### src/verilog/epiu_pkg.sv
// Package for the external and pin-change interrupt unit.
// Assumes a 32-bit Avalon-MM register bus, byte addresses, one word per register.
package epiu_pkg;

  // Register byte offsets
  localparam logic [4:0] ADDR_LOW_SENSE   = 5'h00;
  localparam logic [4:0] ADDR_HIGH_SENSE  = 5'h04;
  localparam logic [4:0] ADDR_EXT_MASK    = 5'h08;
  localparam logic [4:0] ADDR_EXT_FLAGS   = 5'h0c;
  localparam logic [4:0] ADDR_CHG_ENABLE  = 5'h10;
  localparam logic [4:0] ADDR_CHG_FLAGS   = 5'h14;
  localparam logic [4:0] ADDR_CHG_MASK_LO = 5'h18;
  localparam logic [4:0] ADDR_CHG_MASK_HI = 5'h1c;

  // Reset values
  localparam logic [7:0] RST_BYTE = 8'h00;
  localparam logic [1:0] RST_PAIR = 2'h0;
  localparam logic [4:0] RST_HI5  = 5'h00;
  // Idle levels seen by the synchronisers in reset
  localparam logic [7:0]  PIN_IDLE = 8'hff;
  localparam logic [12:0] CHG_IDLE = 13'h0000;
  // Bits per sense field
  localparam int SENSE_W = 2;

  // Field widths and layout
  localparam int N_EXT       = 8;
  localparam int N_LOW_GRP   = 4;
  localparam int N_CHG       = 13;
  localparam int N_CHG_LO    = 8;
  localparam int N_CHG_HI    = 5;
  localparam int CHG_GRP_W   = 2;
  localparam int GRP0        = 0;
  localparam int GRP1        = 1;

  // Sense field encodings
  typedef enum logic [1:0] {
    EPIU_SENSE_LOW  = 2'h0,
    EPIU_SENSE_ANY  = 2'h1,
    EPIU_SENSE_FALL = 2'h2,
    EPIU_SENSE_RISE = 2'h3
  } epiu_sense_t;

endpackage : epiu_pkg

### src/verilog/epiu_top.sv
// External pin and pin-change interrupt unit, single clock, Avalon-MM slave.
// Assumes the CPU pulses vector-entry acknowledges and drives the global flag.
//
// The Avalon-MM interface to the registers and the register addresses were chosen for this implementation.
`timescale 1ns/1ps
`default_nettype none

module epiu_top (
  // Clock and reset
  input  wire logic        sys_clk_i,
  input  wire logic        reset_n_i,
  // Avalon-MM slave
  input  wire logic [4:0]  avs_address_i,
  input  wire logic        avs_read_i,
  input  wire logic        avs_write_i,
  input  wire logic [31:0] avs_writedata_i,
  input  wire logic [3:0]  avs_byteenable_i,
  output logic      [31:0] avs_readdata_o,
  output logic             avs_waitrequest_o,
  // Pins and CPU side
  input  wire logic [7:0]  ext_irq_pin_i,
  input  wire logic [12:0] change_watch_inputs_i,
  input  wire logic        global_irq_enable_i,
  input  wire logic        sleep_i,
  input  wire logic [7:0]  ext_vector_ack_i,
  input  wire logic [1:0]  change_vector_ack_i,
  output logic      [7:0]  ext_irq_request_o,
  output logic             change_group0_request_o,
  output logic             change_group1_request_o
);

  logic        rst_meta_r;
  logic        rst_sync_r;
  logic [7:0]  pin_sync_r;
  logic [7:0]  pin_prev_r;
  logic [12:0] chg_sync_r;
  logic [12:0] chg_prev_r;
  logic [7:0]  low_group_sense_control_r;
  logic [7:0]  high_group_sense_control_r;
  logic [7:0]  external_interrupt_mask_r;
  logic [7:0]  external_interrupt_flags_r;
  logic [1:0]  pin_change_group_enable_r;
  logic [1:0]  pin_change_group_flags_r;
  logic [7:0]  pin_change_mask_low_r;
  logic [4:0]  pin_change_mask_high_r;
  logic        ack_pending_r;
  logic [7:0]  ext_irq_request_r;
  logic [1:0]  chg_request_r;
  logic [7:0]  pin_eff;
  logic [7:0]  trig_nxt;
  logic [7:0]  level_nxt;
  logic [12:0] chg_diff;
  logic [1:0]  grp_trig_nxt;
  logic        wr_hit;
  logic        rd_hit;
  logic [31:0] rd_nxt;
  logic [1:0]  pin_sense [epiu_pkg::N_EXT];
  logic [7:0]  ext_flag_clr;
  logic [7:0]  ext_flag_zero;
  logic [1:0]  grp_flag_clr;
  logic        waitreq_r;

  // Reset release through two flops
  always_ff @(posedge sys_clk_i or negedge reset_n_i) begin
    if (!reset_n_i) begin
      rst_meta_r <= 1'b0;
      rst_sync_r <= 1'b0;
    end else begin
      rst_meta_r <= 1'b1;
      rst_sync_r <= rst_meta_r;
    end
  end

  // Pin synchronisers; pin levels come in whatever the pin direction is
  epiu_sync2 #(
    .W    (epiu_pkg::N_EXT),
    .INIT (epiu_pkg::PIN_IDLE)
  ) i_pin_sync (
    .clk_i   (sys_clk_i),
    .rst_n_i (rst_sync_r),
    .d_i     (ext_irq_pin_i),
    .q_o     (pin_sync_r)
  );

  // Pin-change inputs take the same two-flop path
  epiu_sync2 #(
    .W    (epiu_pkg::N_CHG),
    .INIT (epiu_pkg::CHG_IDLE)
  ) i_chg_sync (
    .clk_i   (sys_clk_i),
    .rst_n_i (rst_sync_r),
    .d_i     (change_watch_inputs_i),
    .q_o     (chg_sync_r)
  );

  // Previous samples for edge and change compare
  // Reset to the idle levels so release gives no false edge
  always_ff @(posedge sys_clk_i or negedge rst_sync_r) begin
    if (!rst_sync_r) begin
      pin_prev_r <= epiu_pkg::PIN_IDLE;
      chg_prev_r <= epiu_pkg::CHG_IDLE;
    end else begin
      pin_prev_r <= pin_eff;
      chg_prev_r <= chg_sync_r;
    end
  end

  // Sleep with low group disabled forces disabled buffers to read high.
  // Single-clock model: asynchronous capture is stood in by the sync path.
  always_comb begin
    pin_eff = pin_sync_r;
    for (int i = 0; i < epiu_pkg::N_LOW_GRP; i++) begin
      if (sleep_i && !external_interrupt_mask_r[i]) begin
        pin_eff[i] = 1'b1;
      end
    end
  end

  // Sense field per pin, low group in the low slots
  always_comb begin
    for (int i = 0; i < epiu_pkg::N_LOW_GRP; i++) begin
      pin_sense[i] = low_group_sense_control_r[epiu_pkg::SENSE_W*i +: epiu_pkg::SENSE_W];
    end
    for (int i = 0; i < epiu_pkg::N_EXT - epiu_pkg::N_LOW_GRP; i++) begin
      pin_sense[i+epiu_pkg::N_LOW_GRP] =
        high_group_sense_control_r[epiu_pkg::SENSE_W*i +: epiu_pkg::SENSE_W];
    end
  end

  // Sense decode per pin
  // Edge modes compare with the previous sample; level mode needs no history
  always_comb begin
    trig_nxt  = 8'h00;
    level_nxt = 8'h00;
    for (int i = 0; i < epiu_pkg::N_EXT; i++) begin
      unique case (epiu_pkg::epiu_sense_t'(pin_sense[i]))
        epiu_pkg::EPIU_SENSE_LOW:  level_nxt[i] = ~pin_eff[i];
        epiu_pkg::EPIU_SENSE_ANY:  trig_nxt[i] = pin_eff[i] ^ pin_prev_r[i];
        epiu_pkg::EPIU_SENSE_FALL: trig_nxt[i] = pin_prev_r[i] & ~pin_eff[i];
        epiu_pkg::EPIU_SENSE_RISE: trig_nxt[i] = ~pin_prev_r[i] & pin_eff[i];
      endcase
    end
  end

  // Group change detection
  always_comb begin
    chg_diff = chg_sync_r ^ chg_prev_r;
    grp_trig_nxt[epiu_pkg::GRP0] = |(chg_diff[7:0] & pin_change_mask_low_r)
                                   & pin_change_group_enable_r[epiu_pkg::GRP0];
    grp_trig_nxt[epiu_pkg::GRP1] = |(chg_diff[12:8] & pin_change_mask_high_r)
                                   & pin_change_group_enable_r[epiu_pkg::GRP1];
  end

  // A write lands at the edge where the master sees waitrequest low
  assign wr_hit = avs_write_i && ack_pending_r && avs_byteenable_i[0];
  assign rd_hit = avs_read_i && !ack_pending_r;

  // Control registers
  always_ff @(posedge sys_clk_i or negedge rst_sync_r) begin
    if (!rst_sync_r) begin
      low_group_sense_control_r  <= epiu_pkg::RST_BYTE;
      high_group_sense_control_r <= epiu_pkg::RST_BYTE;
      external_interrupt_mask_r  <= epiu_pkg::RST_BYTE;
      pin_change_group_enable_r  <= epiu_pkg::RST_PAIR;
      pin_change_mask_low_r      <= epiu_pkg::RST_BYTE;
      pin_change_mask_high_r     <= epiu_pkg::RST_HI5;
    end else if (wr_hit) begin
      unique case (avs_address_i)
        epiu_pkg::ADDR_LOW_SENSE:   low_group_sense_control_r <= avs_writedata_i[7:0];
        epiu_pkg::ADDR_HIGH_SENSE:  high_group_sense_control_r <= avs_writedata_i[7:0];
        epiu_pkg::ADDR_EXT_MASK:    external_interrupt_mask_r <= avs_writedata_i[7:0];
        epiu_pkg::ADDR_CHG_ENABLE:  pin_change_group_enable_r <= avs_writedata_i[1:0];
        epiu_pkg::ADDR_CHG_MASK_LO: pin_change_mask_low_r <= avs_writedata_i[7:0];
        epiu_pkg::ADDR_CHG_MASK_HI: pin_change_mask_high_r <= avs_writedata_i[4:0];
        default: ;
      endcase
    end
  end

  // Clear and hold-zero terms for the flag cells
  always_comb begin
    ext_flag_clr  = 8'h00;
    ext_flag_zero = 8'h00;
    grp_flag_clr  = 2'h0;
    for (int i = 0; i < epiu_pkg::N_EXT; i++) begin
      ext_flag_clr[i]  = ext_vector_ack_i[i] ||
                         (wr_hit && avs_address_i == epiu_pkg::ADDR_EXT_FLAGS &&
                          avs_writedata_i[i]);
      ext_flag_zero[i] = pin_sense[i] == epiu_pkg::EPIU_SENSE_LOW;
    end
    for (int g = 0; g < epiu_pkg::CHG_GRP_W; g++) begin
      grp_flag_clr[g] = change_vector_ack_i[g] ||
                        (wr_hit && avs_address_i == epiu_pkg::ADDR_CHG_FLAGS &&
                         avs_writedata_i[g]);
    end
  end

  // External flags: set beats clear, level pins hold zero
  for (genvar i = 0; i < epiu_pkg::N_EXT; i++) begin : g_ext_flag
    epiu_flag_cell i_flag (
      .clk_i   (sys_clk_i),
      .rst_n_i (rst_sync_r),
      .set_i   (trig_nxt[i]),
      .clr_i   (ext_flag_clr[i]),
      .zero_i  (ext_flag_zero[i]),
      .flag_o  (external_interrupt_flags_r[i])
    );
  end

  // Group flags: set beats clear, never held at zero
  for (genvar g = 0; g < epiu_pkg::CHG_GRP_W; g++) begin : g_grp_flag
    epiu_flag_cell i_flag (
      .clk_i   (sys_clk_i),
      .rst_n_i (rst_sync_r),
      .set_i   (grp_trig_nxt[g]),
      .clr_i   (grp_flag_clr[g]),
      .zero_i  (1'b0),
      .flag_o  (pin_change_group_flags_r[g])
    );
  end

  // Requests toward the CPU vectoring logic
  always_ff @(posedge sys_clk_i or negedge rst_sync_r) begin
    if (!rst_sync_r) begin
      ext_irq_request_r <= epiu_pkg::RST_BYTE;
      chg_request_r     <= epiu_pkg::RST_PAIR;
    end else begin
      for (int i = 0; i < epiu_pkg::N_EXT; i++) begin
        ext_irq_request_r[i] <= global_irq_enable_i && external_interrupt_mask_r[i] &&
                                (external_interrupt_flags_r[i] || level_nxt[i]);
      end
      for (int g = 0; g < epiu_pkg::CHG_GRP_W; g++) begin
        chg_request_r[g] <= global_irq_enable_i && pin_change_group_enable_r[g] &&
                            pin_change_group_flags_r[g];
      end
    end
  end

  // Read mux
  always_comb begin
    rd_nxt = 32'h0000_0000;
    unique case (avs_address_i)
      epiu_pkg::ADDR_LOW_SENSE:   rd_nxt[7:0] = low_group_sense_control_r;
      epiu_pkg::ADDR_HIGH_SENSE:  rd_nxt[7:0] = high_group_sense_control_r;
      epiu_pkg::ADDR_EXT_MASK:    rd_nxt[7:0] = external_interrupt_mask_r;
      epiu_pkg::ADDR_EXT_FLAGS:   rd_nxt[7:0] = external_interrupt_flags_r;
      epiu_pkg::ADDR_CHG_ENABLE:  rd_nxt[1:0] = pin_change_group_enable_r;
      epiu_pkg::ADDR_CHG_FLAGS:   rd_nxt[1:0] = pin_change_group_flags_r;
      epiu_pkg::ADDR_CHG_MASK_LO: rd_nxt[7:0] = pin_change_mask_low_r;
      epiu_pkg::ADDR_CHG_MASK_HI: rd_nxt[4:0] = pin_change_mask_high_r;
      default:                    rd_nxt = 32'h0000_0000;
    endcase
  end

  // One wait cycle per access, then answer
  always_ff @(posedge sys_clk_i or negedge rst_sync_r) begin
    if (!rst_sync_r) begin
      ack_pending_r  <= 1'b0;
      waitreq_r      <= 1'b1;
      avs_readdata_o <= 32'h0000_0000;
    end else begin
      ack_pending_r <= (avs_read_i || avs_write_i) && !ack_pending_r;
      // Own flop, so the port needs no inverter after the register
      waitreq_r     <= !((avs_read_i || avs_write_i) && !ack_pending_r);
      if (rd_hit) begin
        avs_readdata_o <= rd_nxt;
      end
    end
  end

  assign avs_waitrequest_o       = waitreq_r;
  assign ext_irq_request_o       = ext_irq_request_r;
  assign change_group0_request_o = chg_request_r[epiu_pkg::GRP0];
  assign change_group1_request_o = chg_request_r[epiu_pkg::GRP1];

endmodule // epiu_top

// Two-flop synchroniser for levels from outside the clock domain
module epiu_sync2 #(
  parameter int           W    = 1,
  parameter logic [W-1:0] INIT = '0
) (
  // Clock and reset
  input  wire logic         clk_i,
  input  wire logic         rst_n_i,
  // Raw and settled levels
  input  wire logic [W-1:0] d_i,
  output logic      [W-1:0] q_o
);

  // Only the second stage is read; the first may be metastable
  logic [W-1:0] meta_r;

  always_ff @(posedge clk_i or negedge rst_n_i) begin
    if (!rst_n_i) begin
      meta_r <= INIT;
      q_o    <= INIT;
    end else begin
      meta_r <= d_i;
      q_o    <= meta_r;
    end
  end

endmodule // epiu_sync2

// One interrupt flag: hold-zero first, then set, then clear
module epiu_flag_cell (
  // Clock and reset
  input  wire logic clk_i,
  input  wire logic rst_n_i,
  // Events
  input  wire logic set_i,
  input  wire logic clr_i,
  input  wire logic zero_i,
  // Flag
  output logic      flag_o
);

  // A trigger in the cycle of a clear wins, so no event is lost
  always_ff @(posedge clk_i or negedge rst_n_i) begin
    if (!rst_n_i) begin
      flag_o <= 1'b0;
    end else if (zero_i) begin
      flag_o <= 1'b0;
    end else if (set_i) begin
      flag_o <= 1'b1;
    end else if (clr_i) begin
      flag_o <= 1'b0;
    end
  end

endmodule // epiu_flag_cell

`default_nettype wire
### config.mk
export PLATFORM = sky130hd
export DESIGN_NAME = epiu_top
export DESIGN_NICKNAME = d
export VERILOG_FILES = /design/src/verilog/epiu_pkg.sv /design/src/verilog/epiu_top.sv
export SDC_FILE = /design/constraint.sdc
export NUM_CORES = 1
export LEC_CHECK = 0
export BUFFER_PORTS_ARGS = -buffer_cell sky130_fd_sc_hd__buf_2
export CAP_MARGIN = 20
export CORE_MARGIN = 4
export CORE_UTILIZATION = 30
export DETAILED_ROUTE_END_ITERATION = 10
export SYNTH_ARGS = -nofsm -noshare
export SYNTH_HDL_FRONTEND = slang
export SYNTH_SLANG_ARGS = --single-unit
### constraint.sdc
create_clock -name sys_clk_i -period 4.7 [get_ports sys_clk_i]
set_clock_uncertainty 0.2 [all_clocks]
set_input_delay 0 -clock sys_clk_i [delete_from_list [all_inputs] [get_ports sys_clk_i]]
set_output_delay 0 -clock sys_clk_i [all_outputs]
set_load 0.05 [all_outputs]
# Word level (Yosys, flattened, before mapping)
# Index checks and enable logic that the tools add are counted.
# classes
eq_ne	31
muxes	51
bitwise	45
reduce_logical	92
# op_table
op	count
1-bit logical AND	40
1-bit two-way mux	40
2-bit equality test (second input constant)	16
1-bit one-hot mux with 3 select lines	8
3-bit nonzero test	8
5-bit equality test (second input constant)	4
1-bit logical OR	19
1-bit bitwise AND	18
3-bit one-hot mux with 6 select lines	1
2-bit by 1-bit equality test with 1-bit output (second input constant)	8
2-bit logical NOT	8
1-bit NOT	16
2-bit one-hot mux with 8 select lines	1
3-bit one-hot mux with 5 select lines	1
13-bit XOR	1
2-bit AND reduction	6
5-bit by 4-bit equality test with 1-bit output (second input constant)	2
8-bit bitwise AND	1
8-bit OR reduction	1
1-bit XOR	8
1-bit logical NOT	6
5-bit bitwise AND	1
5-bit by 3-bit equality test with 1-bit output (second input constant)	1
5-bit logical NOT	1
2 further kinds	3
# totals
reg_bits	134
out_inout_bits	43
wordCells	248

# Longest topological paths before layout
# logic_depth
word_depth	8
mapped_depth	8
mapped_depth_nobuf	8

# Hierarchy
# From an unflattened synthesis, not the netlist that was laid out.
# unflattened
cells_unflattened	454
area_unflattened_um2	5850.6
# by_module_without_submodules
module	n_inst	cells_per_inst	area_each_um2	seq_area_each_um2
epiu_top	1	372	4341.7	2063.2
epiu_sync2 (i_chg_sync)	1	26	650.6	650.6
epiu_flag_cell	10	4	43.8	25.0
epiu_sync2 (i_pin_sync)	1	16	420.4	420.4

# Worst setup path after synthesis
# Ideal clock, no wire load.
# synth_path
path_type	register -> register
startpoint	register external_interrupt_mask_r[2]
endpoint	register g_ext_flag[2].i_flag.flag_o
setup_ps	126
arrival_time_ps	1338
required_time_ps	4374
slack_ps	3036
stages_incl_launch_ff	7
n_path_buf	0
cell_sequence	dfrtp_1 -> inv_1 -> a21oi_1 -> inv_1 -> ha_1 -> mux2_2 -> a221o_1
# synth_between
elab_chain_cells	8
elab_cells_between_ends	11
# synth_lines
element	line_no	rtl
start: declaration	epiu_top.sv:40	logic [7:0] external_interrupt_mask_r;
start signal: assignment	epiu_top.sv:163	external_interrupt_mask_r <= epiu_pkg::RST_BYTE;
start signal: assignment	epiu_top.sv:171	epiu_pkg::ADDR_EXT_MASK: external_interrupt_mask_r <= avs_writedata_i[7:0];
1-bit logical NOT *	epiu_top.sv:113	if (sleep_i && !external_interrupt_mask_r[i]) begin
1-bit logical AND *	epiu_top.sv:113	
1-bit two-way mux *	epiu_top.sv:113	
net pin_eff[2]	epiu_top.sv:49	logic [7:0] pin_eff;
1-bit NOT	epiu_top.sv:139	epiu_pkg::EPIU_SENSE_FALL: trig_nxt[i] = pin_prev_r[i] & ~pin_eff[i];
1-bit bitwise AND	epiu_top.sv:139	
1-bit one-hot mux with 3 select lines *	epiu_top.sv:136	unique case (epiu_pkg::epiu_sense_t'(pin_sense[i]))
1-bit two-way mux	epiu_top.sv:325	end else if (set_i) begin
1-bit two-way mux	epiu_top.sv:323	end else if (zero_i) begin
end signal: assignment	epiu_top.sv:322	flag_o <= 1'b0;
end signal: assignment	epiu_top.sv:324	flag_o <= 1'b0;
end signal: assignment	epiu_top.sv:326	flag_o <= 1'b1;
end: declaration	epiu_top.sv:316	output logic flag_o
# The timed path passes the listed nets; every way through them passes the cells marked *.
# A chain may end at the register's enable or synchronous reset.

# Final worst setup path
# layout_path
startpoint	register ack_pending_r
endpoint	register g_ext_flag[1].i_flag.flag_o
# layout_between
elab_chain_cells	6
# layout_lines
element	line_no	rtl
start: declaration	epiu_top.sv:46	logic ack_pending_r;
start signal: assignment	epiu_top.sv:262	ack_pending_r <= (avs_read_i || avs_write_i) && !ack_pending_r;
1-bit logical AND (2 in series)	epiu_top.sv:155	assign wr_hit = avs_write_i && ack_pending_r && avs_byteenable_i[0];
1-bit logical AND (2 in series)	epiu_top.sv:187	(wr_hit && avs_address_i == epiu_pkg::ADDR_EXT_FLAGS &&
1-bit logical OR	epiu_top.sv:186	ext_flag_clr[i] = ext_vector_ack_i[i] ||
3-bit nonzero test (no source line)	n/a	
end signal: assignment	epiu_top.sv:322	
end signal: assignment	epiu_top.sv:324	
end signal: assignment	epiu_top.sv:326	
end: declaration	epiu_top.sv:316	
# Every way passes these cells.

==> flow_metrics.env <==
export IMPL_ant_nets=0
export IMPL_initial_core_util_pct=30.5
export IMPL_top_regs="chg_prev_r (13), i_chg_sync.meta_r (13), i_chg_sync.q_o (13)"
export IMPL_dr_pass1_iters=5
export IMPL_area_growth_syn_to_layout_pct=30.2
export IMPL_worstPathMaxFanout=8
export IMPL_grt_max_degree=87
export IMPL_ys_async_sr_fraction_pct=100
export IMPL_slew_viol_final=0
export IMPL_period_needed_ps=2570
export IMPL_num_rows=50
export IMPL_switching_power_uw=764
export IMPL_finalHoldViolations=0
export IMPL_dominantRegCellSynth="dfrtp_1"
export IMPL_die_area_um2=21300
export IMPL_cts_resized=0
export IMPL_syn_area_per_cell_um2=12.9
export IMPL_drive_gt1_share_pct=31.8
export IMPL_vias_per_cell=4.63
export IMPL_ys_seq_area_share_pct=59.4
export IMPL_cp_required_ps=4800
export IMPL_antenna_found_initial=0
export IMPL_worstSetupStartpointType="register"
export IMPL_most_common_layout_cells="108 x dfrtp_1, 69 x buf_2, 60 x dlygate4sd3_1"
export IMPL_ys_top_cells_by_area="dfrtp_1 48%, dfstp_2 12%, mux2_2 9.5%"
export IMPL_grt_overflow_total=0
export IMPL_grt_pass1_wl_mm=21.4
export IMPL_finalNetCount=678
export IMPL_cts_buffers=17
export IMPL_clk_pin_slew_ps=60
export IMPL_hpwl_mm=9.23
export IMPL_hold_class="primary input to register"
export IMPL_cts_hold_buf=56
export IMPL_drt_wl_total_mm=13.1
export IMPL_powerDensity_nw_per_um2=393
export IMPL_synth_top_area_share_pct=47.8
export IMPL_crit_start="ack_pending_r$_DFF_PN0_"
export IMPL_synth_edf_count=0
export IMPL_end_kind="register"
export IMPL_rr_startpoint="ack_pending_r$_DFF_PN0_"
export IMPL_drt_iter0_drc=227
export IMPL_syn_cell_area_um2=5700
export IMPL_cp_arrival_ps=2670
export IMPL_core_um2=18700
export IMPL_vias=3849
export IMPL_die_width_um=146
export IMPL_p_seq_share_pct=44.5
export IMPL_ios=121
export IMPL_max_freq_mhz=389
export IMPL_path_class="register to register"
export IMPL_fp_dieH_um=146
export IMPL_slowest_delay_ps=620
export IMPL_leakage_uw=0.00354
export IMPL_syn_inst=442
export IMPL_remaining_drc_errors=0
export IMPL_outcome="finished, final reports clean"
export IMPL_total_power_uw=2920
export IMPL_hp_start="change_watch_inputs_i[12]"
export IMPL_place_gp_congestion=0.809
export IMPL_cts_setup_buffers=0
export IMPL_diodes=0
export IMPL_clock_sinks=134
export IMPL_fin_setup_tns_ps=0
export IMPL_numPortBuffers=69
export IMPL_clockBufferDepth=2
export IMPL_root_buffer="clkbuf_16"
export IMPL_rsz0062_at_grt="false"
export IMPL_synth_area_leader_cell="dfrtp_1"
export IMPL_setup_viol=0
export IMPL_max_vdd_ir_drop_mv=0.248
export IMPL_max_slew_margin_pct=54.1
export IMPL_cts_tree="done"
export IMPL_p_sw_share_pct=26.2
export IMPL_clkPwrFrac_pct=44.2
export IMPL_htree_levels=4
export IMPL_crit_slowest_cell="nor4_4"
export IMPL_track_usage_pct=12.8
export IMPL_grt_pass1_vias=4133
export IMPL_pwr_share_comb_pct=11.3
export IMPL_wl_per_cell_um=15.7
export IMPL_maxCapViolCount=0
export IMPL_fin_crit_sh_pct=54.8
export IMPL_final_common_cell="dfrtp_1"
export IMPL_synth_warnings=0
export IMPL_intPower_uw=2150
export IMPL_worstMarginPinSlew_ps=683
export IMPL_synth_cell_types=55
export IMPL_clkLatencyLatePin_ps=420
export IMPL_cp_cell_sequence="nand4bb_4 -> nor4_4 -> a2111oi_0 -> dlygate4sd3_1 -> or2_1"
export IMPL_synth_seq_cells=134
## layout make-up
class                   instances  area (um^2)
fillers                      1768        11300
flip-flops and latches        134         3390
clock buffers                  17          425
repair buffers                132          988
clock inverters                15          155
well taps                     234          293
multi-input cells             266         2050
inverters                      33          124
## critical path, delay by kind of cell (launching register included)
family / cells / cell delay (ps)
and+or+nand+nor: 3 / 1010
buffers and inverters: 1 / 590
DFF: 1 / 440
AOI/OAI and AO/OA: 1 / 220
## cells in the mapped netlist, types with 2 or more instances
library cell  instances
mux2_2               48
xor2_1               13
inv_1                33
or2_1                 3
nand3_1               3
nor3b_1               4
nand3b_1              2
and4_1                2
a2111oi_0             8
dfstp_2              25
buf_4                26
o21ai_0               5
nor4bb_1              2
o22ai_1               6
and3_1                3
conb_1                2
nand2b_1              3
mux2i_1               7
nand2_1              21
a22o_1                3
ha_1                 16
nor2_1               19
or3_1                 4
nand2_2               2
a21oi_1              27
a22oi_1               9
a211o_1               4
buf_2                 4
a32o_1                3
dfrtp_1             109
mux4_2                2
## worst paths after layout
kind	endpoint	slack, ps	cells after the start
worst max register to register	g_ext_flag[1].i_flag.flag_o$_DFFE_PN0P_	2130	5
worst min-delay path	i_chg_sync.meta_r[12]$_DFF_PN0_	20	2
min in group asynchronous	i_pin_sync.meta_r[5]$_DFF_PN1_	120	0
worst min register to register	i_pin_sync.meta_r[5]$_DFF_PN1_	120	0
worst max-delay path	g_ext_flag[1].i_flag.flag_o$_DFFE_PN0P_	2130	5
max in group asynchronous	i_pin_sync.q_o[3]$_DFF_PN1_	3390	2
## stage by stage
| stage | setup WS, ps | hold WS [ps] | instances | util [%] | instance area, um^2 |
|---|---|---|---|---|---|
| floorplan | 534 | -496 | 465 | - | 5790 |
| global placement | 2660 | -415 | 738 | 33.2 | 6210 |
| detailed placement | 2660 | -414 | 738 | 33.2 | 6210 |
| CTS | 2160 | 0.0913 | 826 | 39.3 | 7350 |
| global route | 1980 | 8.21 | 831 | 39.7 | 7420 |
| finish | 2130 | 18.9 | 831 | 39.7 | 7420 |
## kinds of logic after synthesis
logic type	Yosys count	synth area share [%]
and+or+nand+nor	84	8.91
AOI/OAI and AO/OA	71	8.36
other	2	0.132
muxes	57	11.5
DFF	134	59.4
adders and majority gates	16	3.51
xor gates and xnor gates	13	2.00
buffers and inverters	65	6.21
## per-layer routing
metal | vias up | GRT usage, % | part of all wire, %
met5 | - | 0 | 0
met4 | 0 | 6.51 | 3.3
met3 | 34 | 3.74 | 5.1
met2 | 126 | 21.0 | 50
met1 | 1910 | 15.2 | 42
li1 | 1779 | - | -
## power groups by stage
stage | Combinational, uW | Clock [uW] | Sequential, uW
floorplan | 183 | 0 | 1340
global placement | 267 | 0 | 1320
detailed placement | 276 | 0 | 1330
CTS | 314 | 1320 | 1310
global route | 362 | 1380 | 1310
finish | 330 | 1290 | 1300
Power figures use the tool's default switching activity.
